File: src/hw/frl_pkg.sv
package frl_pkg;

	// register offsets
	localparam logic [7:0] FRL_CAUSE_OFS  = 8'hea;
	localparam logic [7:0] FRL_PREV_OFS   = 8'heb;
	localparam logic [7:0] FRL_SNAP1_OFS  = 8'hec;
	localparam logic [7:0] FRL_SNAP2_OFS  = 8'hed;
	localparam logic [7:0] FRL_SNAP3_OFS  = 8'hee;
	localparam logic [7:0] FRL_SNAP4_OFS  = 8'hef;
	localparam logic [7:0] FRL_SNAP5_OFS  = 8'he9;
	localparam logic [7:0] FRL_TRIG_OFS   = 8'hf0;
	localparam logic [7:0] FRL_STATUS_OFS = 8'hf8;

	// field positions
	localparam int FRL_INUSE_BIT = 7;
	localparam int FRL_PEER_BIT  = 6;
	localparam int FRL_JUMP_BIT  = 5;
	localparam int FRL_WARN_BIT  = 4;
	localparam int FRL_SFD_BIT   = 3;
	localparam int FRL_PREV_W    = 6;

	// nonvolatile record layout
	localparam logic [15:0] FRL_NV_BASE   = 16'hf980;
	localparam int          FRL_REC_BYTES = 8;
	localparam logic [7:0]  FRL_RST_BYTE  = 8'h00;

	// live monitor inputs and transition cause from the sequencer
	typedef struct packed {
		logic [9:0] uv;
		logic [9:0] ov;
		logic [9:0] lim;
		logic [4:0] gpi;
	} frl_flags_s;

	typedef struct packed {
		logic       peer_msg;
		logic       host_jump;
		logic       conv_warn;
		logic       sfd_trip;
		logic       timeout;
		logic       monitor;
		logic       seq_cond;
	} frl_cause_s;

	typedef enum logic [2:0] {
		FRL_SCAN_RD,
		FRL_SCAN_WAIT,
		FRL_SCAN_CHK,
		FRL_IDLE,
		FRL_WR,
		FRL_WR_WAIT
	} frl_fsm_e;

endpackage

File: src/hw/frl_logger.sv
// Design decision made here: the strobed register port.
`timescale 1ns/1ps
module frl_logger
	import frl_pkg::*;
#(
	parameter int SLOTS = 16,
	parameter int STATES = 64
) (
	input  wire logic                  CLOCK,
	input  wire logic                  RST,
	// sequencer side
	input  wire logic                  SEQ_CHANGE,
	input  wire logic [FRL_PREV_W-1:0] SEQ_NEW_STATE,
	input  wire logic [FRL_PREV_W-1:0] SEQ_PREV_STATE,
	input  wire frl_cause_s            SEQ_CAUSE,
	input  wire frl_flags_s            LIVE_FLAGS,
	// register port
	input  wire logic [7:0]            REG_ADDR,
	input  wire logic [7:0]            REG_WDATA,
	input  wire logic                  REG_WR,
	input  wire logic                  REG_RD,
	output logic      [7:0]            REG_RDATA,
	// nonvolatile memory port
	output logic      [15:0]           NV_ADDR,
	output logic      [7:0]            NV_WDATA,
	output logic                       NV_WR,
	output logic                       NV_RD,
	input  wire logic [7:0]            NV_RDATA,
	input  wire logic                  NV_BUSY,
	output logic                       LOG_BUSY,
	output logic                       LOG_FULL
);

	localparam int SW = $clog2(SLOTS);

	typedef struct packed {
		frl_fsm_e              fsm;
		logic [6:0][7:0]       snap;
		logic [6:0][7:0]       rec;
		logic [7:0]            sum;
		logic [2:0]            idx;
		logic [SW-1:0]         slot;
		logic                  full;
		logic                  pend;
		logic [STATES-1:0]     trig;
		logic [7:0]            rdata;
		logic [15:0]           nv_addr;
		logic [7:0]            nv_wdata;
		logic                  nv_wr;
		logic                  nv_rd;
	} frl_state_s;

	frl_state_s st;
	frl_state_s next_st;
	logic [6:0][7:0] fresh;
	logic [15:0] slot_base;
	logic [7:0] wr_byte;

	////////////////////////////////////////////////////////////////////////
	// snapshot assembly from live flags and cause
	always_comb begin
		fresh[0] = {1'b0,
			SEQ_CAUSE.peer_msg,
			SEQ_CAUSE.host_jump,
			SEQ_CAUSE.conv_warn,
			SEQ_CAUSE.sfd_trip,
			SEQ_CAUSE.timeout,
			SEQ_CAUSE.monitor,
			SEQ_CAUSE.seq_cond};
		fresh[1] = {2'h0, SEQ_PREV_STATE};
		fresh[2] = LIVE_FLAGS.uv[7:0];
		fresh[3] = {LIVE_FLAGS.ov[5:0], LIVE_FLAGS.uv[9:8]};
		fresh[4] = {LIVE_FLAGS.gpi[3:0], LIVE_FLAGS.ov[9:6]};
		fresh[5] = LIVE_FLAGS.lim[7:0];
		fresh[6] = {3'h0, LIVE_FLAGS.gpi[4], 2'h0, LIVE_FLAGS.lim[9:8]};
	end

	// slot base address and the byte being written
	always_comb begin
		slot_base = FRL_NV_BASE + {st.slot, 3'h0};
		if (st.idx == 3'h7) begin
			wr_byte = st.sum;
		end else begin
			wr_byte = st.rec[st.idx];
		end
	end

	////////////////////////////////////////////////////////////////////////
	// next state
	always_comb begin
		next_st = st;
		next_st.nv_wr = 1'b0;
		next_st.nv_rd = 1'b0;

		// register reads return one cycle later; reserved reads as zero
		if (REG_RD) begin
			if (REG_ADDR == FRL_CAUSE_OFS) begin
				next_st.rdata = st.snap[0];
			end else if (REG_ADDR == FRL_PREV_OFS) begin
				next_st.rdata = st.snap[1];
			end else if (REG_ADDR == FRL_SNAP1_OFS) begin
				next_st.rdata = st.snap[2];
			end else if (REG_ADDR == FRL_SNAP2_OFS) begin
				next_st.rdata = st.snap[3];
			end else if (REG_ADDR == FRL_SNAP3_OFS) begin
				next_st.rdata = st.snap[4];
			end else if (REG_ADDR == FRL_SNAP4_OFS) begin
				next_st.rdata = st.snap[5];
			end else if (REG_ADDR == FRL_SNAP5_OFS) begin
				next_st.rdata = st.snap[6];
			end else if (REG_ADDR[7:3] == FRL_TRIG_OFS[7:3]) begin
				next_st.rdata = st.trig[REG_ADDR[2:0]*8 +: 8];
			end else if (REG_ADDR == FRL_STATUS_OFS) begin
				next_st.rdata = {6'h0, st.full, st.fsm != FRL_IDLE};
			end else begin
				next_st.rdata = FRL_RST_BYTE;
			end
		end

		// trigger bits, one byte per eight states
		if (REG_WR && REG_ADDR[7:3] == FRL_TRIG_OFS[7:3]) begin
			next_st.trig[REG_ADDR[2:0]*8 +: 8] = REG_WDATA;
		end

		// every change refreshes the snapshot registers
		if (SEQ_CHANGE) begin
			next_st.snap = fresh;
			if (st.trig[SEQ_NEW_STATE]) begin
				next_st.pend = 1'b1;
			end
		end

		case (st.fsm)
			// look for the first slot whose in-use bit is clear
			FRL_SCAN_RD: begin
				if (!NV_BUSY) begin
					next_st.nv_rd = 1'b1;
					next_st.nv_addr = slot_base;
					next_st.fsm = FRL_SCAN_WAIT;
				end
			end
			FRL_SCAN_WAIT: begin
				next_st.fsm = FRL_SCAN_CHK;
			end
			FRL_SCAN_CHK: begin
				if (NV_RDATA[FRL_INUSE_BIT]) begin
					if (st.slot == SW'(SLOTS - 1)) begin
						next_st.full = 1'b1;
						next_st.fsm = FRL_IDLE;
					end else begin
						next_st.slot = st.slot + 1'b1;
						next_st.fsm = FRL_SCAN_RD;
					end
				end else begin
					next_st.fsm = FRL_IDLE;
				end
			end
			// a record is copied so later changes cannot tear it
			FRL_IDLE: begin
				if (st.pend && !st.full) begin
					next_st.pend = SEQ_CHANGE && st.trig[SEQ_NEW_STATE];
					next_st.rec = st.snap;
					next_st.rec[0][FRL_INUSE_BIT] = 1'b1;
					next_st.idx = 3'h0;
					next_st.sum = 8'h00;
					next_st.fsm = FRL_WR;
				end else if (st.full) begin
					next_st.pend = 1'b0;
				end
			end
			// one byte per memory write, waiting out the busy flag
			FRL_WR: begin
				if (!NV_BUSY) begin
					next_st.nv_wr = 1'b1;
					next_st.nv_addr = slot_base + {13'h0, st.idx};
					next_st.nv_wdata = wr_byte;
					next_st.sum = st.sum + wr_byte;
					next_st.fsm = FRL_WR_WAIT;
				end
			end
			// one idle cycle lets the memory raise busy
			FRL_WR_WAIT: begin
				if (st.idx == 3'h7) begin
					if (st.slot == SW'(SLOTS - 1)) begin
						next_st.full = 1'b1;
					end else begin
						next_st.slot = st.slot + 1'b1;
					end
					next_st.fsm = FRL_IDLE;
				end else begin
					next_st.idx = st.idx + 3'h1;
					next_st.fsm = FRL_WR;
				end
			end
			default: begin
				next_st.fsm = FRL_IDLE;
			end
		endcase
	end

	////////////////////////////////////////////////////////////////////////
	// state register; a scan starts at every reset
	always_ff @(posedge CLOCK) begin
		if (RST) begin
			st <= '0;
			st.fsm <= FRL_SCAN_RD;
		end else begin
			st <= next_st;
		end
	end

	// outputs straight from flip-flops, except LOG_BUSY, which is decoded from the state
	assign REG_RDATA = st.rdata;
	assign NV_ADDR   = st.nv_addr;
	assign NV_WDATA  = st.nv_wdata;
	assign NV_WR     = st.nv_wr;
	assign NV_RD     = st.nv_rd;
	assign LOG_BUSY  = st.fsm != FRL_IDLE;
	assign LOG_FULL  = st.full;

endmodule

File: config.mk
export PLATFORM = sky130hd
export DESIGN_NAME = frl_logger
export DESIGN_NICKNAME = d
export VERILOG_FILES = /design/src/hw/frl_pkg.sv /design/src/hw/frl_logger.sv
export SDC_FILE = /design/constraint.sdc
export NUM_CORES = 1
export LEC_CHECK = 0
export BUFFER_PORTS_ARGS = -buffer_cell sky130_fd_sc_hd__clkbuf_2
export CORE_ASPECT_RATIO = 1.75
export CORE_MARGIN = 4
export CORE_UTILIZATION = 45
export CTS_CLUSTER_SIZE = 25
export DETAILED_ROUTE_END_ITERATION = 10
export GPL_ROUTABILITY_DRIVEN = 0
export GPL_TIMING_DRIVEN = 0
export PLACE_DENSITY = 0.66
export RECOVER_POWER = 25
export SYNTH_ARGS = -nofsm -noshare
export SYNTH_HDL_FRONTEND = slang
export SYNTH_SLANG_ARGS = --single-unit
File: constraint.sdc
create_clock -name CLOCK -period 3.9 [get_ports CLOCK]
set_input_delay 0.39 -clock CLOCK [delete_from_list [all_inputs] [get_ports CLOCK]]
set_output_delay 0.39 -clock CLOCK [all_outputs]
set_load 0.05 [all_outputs]
Word-level counts from Yosys, hierarchy flattened
Index checks and enable logic that the tools add are counted.

storage, ports and cells
  bits in latches = 0
  bits in writable memories = 0
  output and inout port bits = 36
  memories = 0
  memory bits (read-only) = 0
  flip-flop bits (word level) = 215
  input bits = 84
  logic and storage cells = 122

operators by class
  mux-type cells = 41
  multiply operators = 0
  reduce and logical (&&, ||, !) cells = 18
  shift-type cells = 3
  add/sub/neg operators = 6
  bitwise operators = 3
  equal/unequal tests = 23
  order comparisons = 2
  div/mod/pow operators = 0

operators by type and width
  operator                                                                 number
  8-bit two-way mux                                                        11
  64-bit bitwise mux                                                       1
  8-bit == test, second input constant                                     8
  8-bit by 34-bit variable shift with 64-bit output, first input constant  1
  64-bit by 7-bit indexed part select with 8-bit output                    1
  8-bit by 34-bit indexed part select with 64-bit output                   1
  6-bit negation with 34-bit output                                        1
  16-bit one-hot mux with 2 select lines                                   1
  25-bit two-way mux                                                       1
  8-bit binary-select mux with 3-bit select                                1
  3-bit one-hot mux with 6 select lines                                    1
  16-bit two-way mux                                                       1
  8-bit one-hot mux with 2 select lines                                    1
  3-bit two-way mux                                                        5
  3-bit AND reduction                                                      5
  13-bit by 4-bit adder with 14-bit output                                 1
  12-bit by 8-bit adder with 13-bit output, first input constant           1
  2-bit inequality test, second input constant                             6
  11-bit two-way mux                                                       1
  5-bit two-way mux                                                        2
  5-bit one-hot mux with 2 select lines                                    1
  3-bit == test, second input constant                                     3
  8-bit adder                                                              1
  1-bit two-way mux                                                        8
  20 further kinds                                                         32

Logic depth before layout (Yosys ltp)
Gate-level depths: netlist (run 1).

  depth in word-level cells = 10
  mapped depth = 15

Worst setup path before layout (run 1)
OpenSTA, ideal clock, no wires.

  kind = register to register
  start point = reg st[104] (netlist bit)
  end point = reg st[113] (netlist bit)
  data arrival time = 2931 ps
  library setup time = 117 ps
  path buffers = 1
  stages on the path, launching flop included = 14
  setup slack = 852 ps
  period minus slack after synthesis = 3048 ps
  path through = dfxtp_1 buf_2 mux4_2 nor2_1 a211oi_1 a21o_1 ha_1 fa_1 a21o_1 a21oi_1 o21bai_1 a21oi_1 xnor2_1 a22o_1

between the ends
  longest elaborated chain between the ends = 6
  elaborated cells between the ends (all ways) = 7
  classes of those cells = add/sub: 1; eq/ne: 1; mux: 5

ends and longest elaborated chain
  what                                       RTL line           RTL
  from (decl)                                frl_logger.sv:53   frl_state_s st;
  from (signal assigned)                     frl_logger.sv:208  st <= next_st;
  8-bit binary-select mux with 3-bit select  frl_logger.sv:84   wr_byte = st.rec[st.idx];
  8-bit two-way mux (not written as such)    frl_logger.sv:84
  8-bit two-way mux *                        frl_logger.sv:81   if (st.idx == 3'h7) begin
  via wr_byte[0]                             frl_logger.sv:57   logic [7:0] wr_byte;
  8-bit adder *                              frl_logger.sv:177  next_st.sum = st.sum + wr_byte;
  8-bit two-way mux *                        frl_logger.sv:173  if (!NV_BUSY) begin
  8-bit one-hot mux with 2 select lines *    frl_logger.sv:133  case (st.fsm)

Mark *: on every way through the listed nets, which the timed path passes. The rest lies on a longest branch. The select of a mux whose other input is x is not followed.
A chain may end at the register's enable or synchronous reset.

Worst setup path after layout (run 1)
Ends and elaborated chain as after synthesis.

==> out/results.env, run 1 <==
STATUS='finished, final reports clean'
GRT_PASS1_VIAS=8999
DRT_PRE_ANTENNA_ITERS=6
AREAGROWTHSYNTHTOFINISH_PCT=14.9
WORSTHOLDSTART='LIVE_FLAGS[12]'
GRT_PASS1_WL_UM=50300
CTS_INSERTED_BUFFERS=21
SLEW_HEADROOM_PCT=27.3
CTSROOTBUFFERMASTER='sky130_fd_sc_hd__clkbuf_16'
REG2REG_SETUP_SLACK_NS=0.26
CRITPATHLAUNCHTYPE='register'
POSTSYNTHREGISTERBITS=207
LARGEST_STAGE_DELAY_WORST_PATH_NS=0.54
H-TREE-DEPTH=1
CTS.SINK_COUNT=207
DESIGN_POWER_TOTAL_mW=4.73
FIN_CRIT_NS=3.64
CRIT_FANOUT=10
FINAL_AREA_MM2=0.0119
CRITICALPATHCATEGORY='register to register'
STATIC-LEAKAGE-POWER_nW=4.53
TYPE_OF_THE_TIGHTEST_MIN_DELAY_CHECK='input pin to register'
INITIAL_UTILIZATION_PCT=45.6
GLOBAL_ROUTE.USAGE.TOTAL_PCT=25.6
SYNTH.YOSYS.WARNINGS=0
ROUTE.FINAL.WIRE_LENGTH_UM=32700
DR.FIRST_ITER.DRC_COUNT=549
SEQCELLAREA_MM2=0.00414
WORST_PATH_MAX_DELAY_CELL='sky130_fd_sc_hd__dfxtp_1'
RSZ0062_AT_GRT='false'
POWER-PER-CELL-AREA_mW_PER_MM2=397
CLK-INSERTION-DELAY-LATE_NS=0.50
TIMING.CRITICAL_PATH.CELLS='buf_2, buf_2, nor2_1, a21oi_1, a211oi_1, a21o_1, ha_1, fa_1, a21o_1, a21oi_1, o21bai_1, a21oi_1, xnor2_1, a22o_1'
CRITICAL-PATH-TOP-DELAY-FAMILY='compound AO/OA/AOI/OAI gates'
CLOCK_TREE_FROM_TRITONCTS='done'
GRT_ANTENNA_BEFORE_REPAIR=0
DETAIL-ROUTE-ANTENNA-NETS=0
NETLIST.AREA_LEADER.SHARE_PCT=39.9
FINALSETUPVIOLCOUNT=0
SYNTH.AREA.TOP_CELLS='sky130_fd_sc_hd__dfxtp_1 40%, sky130_fd_sc_hd__mux2i_1 15%, sky130_fd_sc_hd__nor2_1 6.3%'
CTS_HOLD_BUF=0
POST-PLACE-CELLS=1575
INSERTEDDIODECOUNT=0
STD_CELL_ROWS=73
HOLD_VIOLATIONS=0
CP-STARTPOINT='st[104]$_SDFFE_PP0P_'
DRC_ERRORS=0
SYNTH.TOP_CELLS.BY_COUNT='207 x sky130_fd_sc_hd__dfxtp_1, 175 x sky130_fd_sc_hd__nor2_1, 158 x sky130_fd_sc_hd__nand2_1'
PATH_COMMON_CELL='sky130_fd_sc_hd__a21oi_1'
POST_SYNTH_INST_COUNT=1170
MOST_INSTANTIATED_LIBRARY_CELL_AFTER_SYNTHESIS='sky130_fd_sc_hd__dfxtp_1'
SYNTH.LIB_CELLS_USED.DISTINCT=61
CRIT_PATH_END_KIND='register'
CTS_RESIZED=0
SETUP_TNS_NS=0
FMAX_MHz=275
PLACEMENT.CELL_AREA_MM2=0.0113
GRT_TOTAL_OVFL=0
POST-DP-HPWL_UM=25900
ROUTED_VIAS=8929
FLOORPLAN.DIE_AREA_MM2=0.0257
SYNTH-EDFF-COUNT=0
POSTCTSSETUPBUFFERS=0
POSTSYNTHAREAPERCELL_UM2=8.87
DIE_H_UM=209
POWER.IR.VDD_WORST_uV=402
CTS.REPORTEDPATHS.CLKPINSLEW_NS=0.07
PIN_COUNT_OF_THE_BIGGEST_NET_ENTERING_GLOBAL_ROUTING=16
SYNTH_FLOP_CELL='sky130_fd_sc_hd__dfxtp_1'
FLOORPLAN.CORE_AREA_MM2=0.0227
NUM-NETS-FINAL=1398
DIE_W_UM=123
SYNTHESIZED_AREA_MM2=0.0104
AREA_OF_THE_MULTI_INPUT_GATES_MM2=0.00559
LAYOUT.CORE_UTILIZATION_PCT=52.4
TIMING.CRITICAL_PATH.BUF_INV=2
WORSTMARGINPINSLEW_NS=1.08
FINAL_CELLS=1610
CRIT-REG2REG-LAUNCH='st[104]$_SDFFE_PP0P_'
CLOCK_TREE.BUFFER_DEPTH=3
FILLER_CELL_COUNT=2237
SYNTH_TOP_AREA_CELL='sky130_fd_sc_hd__dfxtp_1'
SKEW_NS=0.00827
DRV.MAX_CAP_VIOLATION_COUNT=0
REPORT.FINAL.SLEW_VIOL_COUNT=0
CP.ARRIVAL_NS=4.03
DRT-WIRELENGTH-PER-CELL_UM=20.3
DRIVE_GT1_SHARE_PCT=16.3
FINAL_MIN_PERIOD_OVER_CLOCK_PERIOD_PCT=93.2
CP_DATA_REQUIRED_TIME_NS=4.30
SYNTH.YOSYS.SEQ_AREA_SHARE_PCT=39.9
NUMBER_OF_BUFFERS_ADDED_ON_PORTS=104
IOPINCOUNT=120
ASYNC_RESET_FF_SHARE_PCT=0
DETAIL_ROUTE.VIAS_PER_CELL=5.55
## registers in the layout, indices dropped and copies added, names as in the netlist
| name | cells |
|---|---|
| NV_WR | 1 |
| NV_RD | 1 |
| REG_RDATA | 8 |
| NV_ADDR | 8 |
| st | 180 |
| NV_WDATA | 8 |
| LOG_FULL | 1 |
## report_power, final
group | switching, mW | leakage [nW] | internal, mW
sequential | 0.0477 | 1.68 | 2.16
clock | 0.845 | 0.330 | 1.18
combinational | 0.329 | 2.52 | 0.168
## tightest hold or removal path: stages
cell,delay (ns)
sky130_fd_sc_hd__clkbuf_2,0.08
sky130_fd_sc_hd__mux2i_1,0.05
sky130_fd_sc_hd__nor2_1,0.08
## logic make-up (layout without fill, tap and decap cells)
| family | Yosys count | after routing | synth area share (%) |
|---|---|---|---|
| compound gates | 196 | 196 | 11.2 |
| mux | 183 | 183 | 21.2 |
| other cells | 1 | 2 | 0.0361 |
| simple gates | 430 | 430 | 18.8 |
| buf+inv | 128 | 267 | 6.18 |
| flops | 207 | 207 | 39.9 |
| xor+xnor | 9 | 9 | 0.759 |
| fa+ha+maj | 16 | 16 | 2.00 |
## path summary, 6_finish.rpt
| path | to | depth (start not counted) |
|---|---|---|
| worst min register to register | st[134]$_SDFFE_PP0P_ | 2 |
| worst min-delay path | st[218]$_SDFFE_PP0P_ | 3 |
| worst max-delay path | st[113]$_SDFFE_PP0P_ | 14 |
| worst max register to register | st[113]$_SDFFE_PP0P_ | 14 |
## placed cells by master, fill, tap and decap left out, types with 4 or more instances in the layout
cell                        synthesis  layout
sky130_fd_sc_hd__buf_2             18      17
sky130_fd_sc_hd__nand2_1          158     158
sky130_fd_sc_hd__nor2b_1            6       6
sky130_fd_sc_hd__o22ai_1           12      12
sky130_fd_sc_hd__a21o_1             5       5
sky130_fd_sc_hd__nand2b_1           7       7
sky130_fd_sc_hd__nand3_1           16      16
sky130_fd_sc_hd__xnor2_1            6       6
sky130_fd_sc_hd__a211oi_1          10      10
sky130_fd_sc_hd__a21oi_1           98      98
sky130_fd_sc_hd__clkbuf_2           0      81
sky130_fd_sc_hd__nand3b_1          10      10
sky130_fd_sc_hd__nor2_1           175     175
sky130_fd_sc_hd__and2_1            10      10
sky130_fd_sc_hd__mux2i_1          151     151
sky130_fd_sc_hd__mux4_2            29      29
sky130_fd_sc_hd__buf_1              8       8
sky130_fd_sc_hd__ha_1              15      15
sky130_fd_sc_hd__clkbuf_16          0      21
sky130_fd_sc_hd__nand4_1            6       6
sky130_fd_sc_hd__inv_1             16      16
sky130_fd_sc_hd__a22oi_1           11      11
sky130_fd_sc_hd__o21bai_1           4       4
sky130_fd_sc_hd__nor3_1            13      14
sky130_fd_sc_hd__a31oi_1            9       9
sky130_fd_sc_hd__clkbuf_1          50      77
sky130_fd_sc_hd__a2111oi_0          4       4
sky130_fd_sc_hd__dfxtp_1          207     207
sky130_fd_sc_hd__buf_4             34      34
sky130_fd_sc_hd__or3_1              4       4
sky130_fd_sc_hd__o21ai_0           26      26
## final cells by class
type | count | area share [%]
Tap cell | 300 | 3.15
Buffer | 112 | 4.88
Clock buffer | 27 | 4.85
Sequential cell | 207 | 34.8
Timing Repair Buffer | 104 | 4.11
Clock inverter | 8 | 0.850
Inverter | 16 | 0.504
Multi-Input combinational cell | 836 | 46.9
## metal layers
layer | GRT usage, % | up-vias | share of wire (%)
li1 | - | 4285 | -
met1 | 25.4 | 4169 | 33
met2 | 47.8 | 347 | 54
met3 | 3.28 | 128 | 5.6
met4 | 17.4 | 0 | 7.9
met5 | 0 | - | 0
## stage by stage
step / hold slack [ns] / setup slack, ns
floorplan: 0.432 / 0.852
global placement: 0.440 / 0.0772
detailed placement: 0.444 / 0.0271
CTS: 0.119 / 0.138
global route: 0.134 / 0.0116
finish: 0.128 / 0.265
(Power assumes the default switching activity.)
==> run 2, diff against run 1 <==
--- a/config.mk
+++ b/config.mk
@@ -8,12 +8,13 @@
 export BUFFER_PORTS_ARGS = -buffer_cell sky130_fd_sc_hd__clkbuf_2
 export CORE_ASPECT_RATIO = 1.75
 export CORE_MARGIN = 4
-export CORE_UTILIZATION = 45
+export CORE_UTILIZATION = 40
 export CTS_CLUSTER_SIZE = 25
 export DETAILED_ROUTE_END_ITERATION = 10
 export GPL_ROUTABILITY_DRIVEN = 0
 export GPL_TIMING_DRIVEN = 0
-export PLACE_DENSITY = 0.66
+export HOLD_SLACK_MARGIN = 0.12
+export PLACE_DENSITY = 0.6
 export RECOVER_POWER = 25
 export SYNTH_ARGS = -nofsm -noshare
 export SYNTH_HDL_FRONTEND = slang
==> run 2 against run 1 <==
Effect of this change: worst setup slack worse by 0.040 ns; core utilization down 4.8 points; register-to-register slack worse by 0.04 ns; flip-flop and latch count unchanged; global-route usage down 1.9 points; critical endpoint unchanged; largest cell class unchanged.
==> out/results.env, run 2 (same netlist as run 1, synthesis figures left out) <==
STATUS='finished, final reports clean'
SETUP_TNS_NS=0
DRC_ERRORS=0
CRITICALPATHCATEGORY='register to register'
POWER-PER-CELL-AREA_mW_PER_MM2=399
FINAL_AREA_MM2=0.0121
CLOCK_TREE.BUFFER_DEPTH=3
REGISTERS.TOP_BY_FF_COUNT='st'
FINAL_MIN_PERIOD_OVER_CLOCK_PERIOD_PCT=94.2
FINALSETUPVIOLCOUNT=0
POSTCTSSETUPBUFFERS=0
AMOUNT_OF_WIRE_ON_MET3_AFTER_DETAILED_ROUTING_UM=1550
IOPINCOUNT=120
FILLER_CELL_COUNT=2589
DR_WL_MET2_UM=19000
ROUTED_VIAS=8854
DIE_W_UM=130
GRT_PASS1_VIAS=8864
FMAX_MHz=272
NUM-NETS-FINAL=1412
HOLD_VIOLATIONS=0
LAYOUT.CELLS.MOST_COMMON_LIST='207 x sky130_fd_sc_hd__dfxtp_1, 175 x sky130_fd_sc_hd__nor2_1, 158 x sky130_fd_sc_hd__nand2_1'
POWER.IR.VDD_WORST_uV=329
SKEW_NS=0.0192
CTS.SINK_COUNT=207
GRT_TOTAL_OVFL=0
RSZ0062_AT_GRT='false'
REPORT.FINAL.SLEW_VIOL_COUNT=0
WORSTMARGINPINSLEW_NS=1.04
FLOORPLAN.DIE_AREA_MM2=0.0287
POST-DP-HPWL_UM=26900
DRT_PRE_ANTENNA_ITERS=5
GRT_ANTENNA_BEFORE_REPAIR=0
AREA_OF_THE_MULTI_INPUT_GATES_MM2=0.00559
NUMBER_OF_BUFFERS_ADDED_ON_PORTS=104
STATIC-LEAKAGE-POWER_nW=4.60
PLACEMENT.CELL_AREA_MM2=0.0113
CRIT_PATH_END_KIND='register'
DRV.MAX_CAP_VIOLATION_COUNT=0
CTSROOTBUFFERMASTER='sky130_fd_sc_hd__clkbuf_16'
DRT-WIRELENGTH-PER-CELL_UM=20.9
CTS.REPORTEDPATHS.CLKPINSLEW_NS=0.06
PIN_COUNT_OF_THE_BIGGEST_NET_ENTERING_GLOBAL_ROUTING=16
ROUTE.FINAL.WIRE_LENGTH_UM=34300
DESIGN_POWER_TOTAL_mW=4.83
TYPE_OF_THE_TIGHTEST_MIN_DELAY_CHECK='input pin to register'
STD_CELL_ROWS=77
FLOORPLAN.CORE_AREA_MM2=0.0254
DRIVE_GT1_SHARE_PCT=16.1
CRIT_FANOUT=10
SLEW_HEADROOM_PCT=30.0
DETAIL_ROUTE.VIAS_PER_CELL=5.40
H-TREE-DEPTH=1
INITIAL_UTILIZATION_PCT=40.8
CRITPATHLAUNCHTYPE='register'
CLOCK_TREE_FROM_TRITONCTS='done'
GLOBAL_ROUTE.USAGE.TOTAL_PCT=23.7
DIE_H_UM=221
AREAGROWTHSYNTHTOFINISH_PCT=16.7
CP_DATA_REQUIRED_TIME_NS=4.31
DR.FIRST_ITER.DRC_COUNT=479
FIN_WORST_HOLD_SLACK_NS=0.132
FIN_CRIT_NS=3.67
CP.ARRIVAL_NS=4.09
CLK-INSERTION-DELAY-LATE_NS=0.52
INSERTEDDIODECOUNT=0
LAYOUT.CELLS.MOST_COMMON='sky130_fd_sc_hd__dfxtp_1'
DETAIL-ROUTE-ANTENNA-NETS=0
CTS_INSERTED_BUFFERS=21
WIRELENGTH_MET1_UM=11700
GRT_PASS1_WL_UM=52100
LARGEST_REG_FLOPS=180
HIGHEST_LAYER='met4'
LAYOUT.CORE_UTILIZATION_PCT=47.6
SEQCELLAREA_MM2=0.00414
run 2: worst max-delay path, cell delays in order (launching register included):
cell and delay [ns]:
sky130_fd_sc_hd__dfxtp_1 0.55, sky130_fd_sc_hd__buf_2 0.36, sky130_fd_sc_hd__buf_2 0.29, sky130_fd_sc_hd__nor2_1 0.07, sky130_fd_sc_hd__a21oi_1 0.28, sky130_fd_sc_hd__a211oi_1 0.16
sky130_fd_sc_hd__a21o_1 0.19, sky130_fd_sc_hd__ha_1 0.21, sky130_fd_sc_hd__fa_1 0.41, sky130_fd_sc_hd__a21o_1 0.18, sky130_fd_sc_hd__a21oi_1 0.24, sky130_fd_sc_hd__o21bai_1 0.11
sky130_fd_sc_hd__a21oi_1 0.22, sky130_fd_sc_hd__xnor2_1 0.09, sky130_fd_sc_hd__a22o_1 0.19
run 2: report_power, final:
group | internal, mW | switching [mW]
logic | 0.176 | 0.332
clock network | 1.24 | 0.878
registers | 2.16 | 0.0492
total | 3.57 | 1.26
run 2: worst paths after layout:
check                                             start  slack (ns)  cells after the start                      end
worst max register to register     st[104]$_SDFFE_PP0P_        0.23                     14     st[113]$_SDFFE_PP0P_
worst min-delay path                       SEQ_CAUSE[0]        0.13                      3     st[171]$_SDFFE_PP0P_
worst min register to register  NV_ADDR[0]$_SDFFE_PP0P_        0.45                      2  NV_ADDR[0]$_SDFFE_PP0P_
worst max-delay path               st[104]$_SDFFE_PP0P_        0.23                     14     st[113]$_SDFFE_PP0P_
run 2: what timing repair did:
| action | in CTS | in global routing |
|---|---|---|
| hold buffers | 14 | 0 |
| endpoints found under the setup margin | 0 | 1 |
| hold endpoints to repair | 14 | 0 |
| resized for setup | 0 | 2 |
run 2: cell type report:
class                           instances  share of cell area [%]
Clock inverter                          6                   0.765
Sequential cell                       207                    34.2
Multi-Input combinational cell        836                    46.2
Buffer                                112                    4.79
Timing Repair Buffer                  118                    5.20
Clock buffer                           29                    5.08
Inverter                               16                   0.496
Tap cell                              316                    3.26
run 2: metal layers:
metal  GRT usage (%)  up-vias
met2            45.8      283
met4            12.4        0
li1                -     4316
met1            24.0     4158
met3            2.75       97
met5               0        -
run 2: metrics by stage:
| step | setup slack, ns | instances |
|---|---|---|
| 2_1_floorplan | 0.852 | 1171 |
| 4_1_cts | 0.144 | 1640 |
| 3_5_place_dp | 0.0280 | 1591 |
| 3_3_place_gp | 0.0659 | 1591 |
| 5_1_grt | 0.0697 | 1640 |
| 6_report | 0.225 | 1640 |
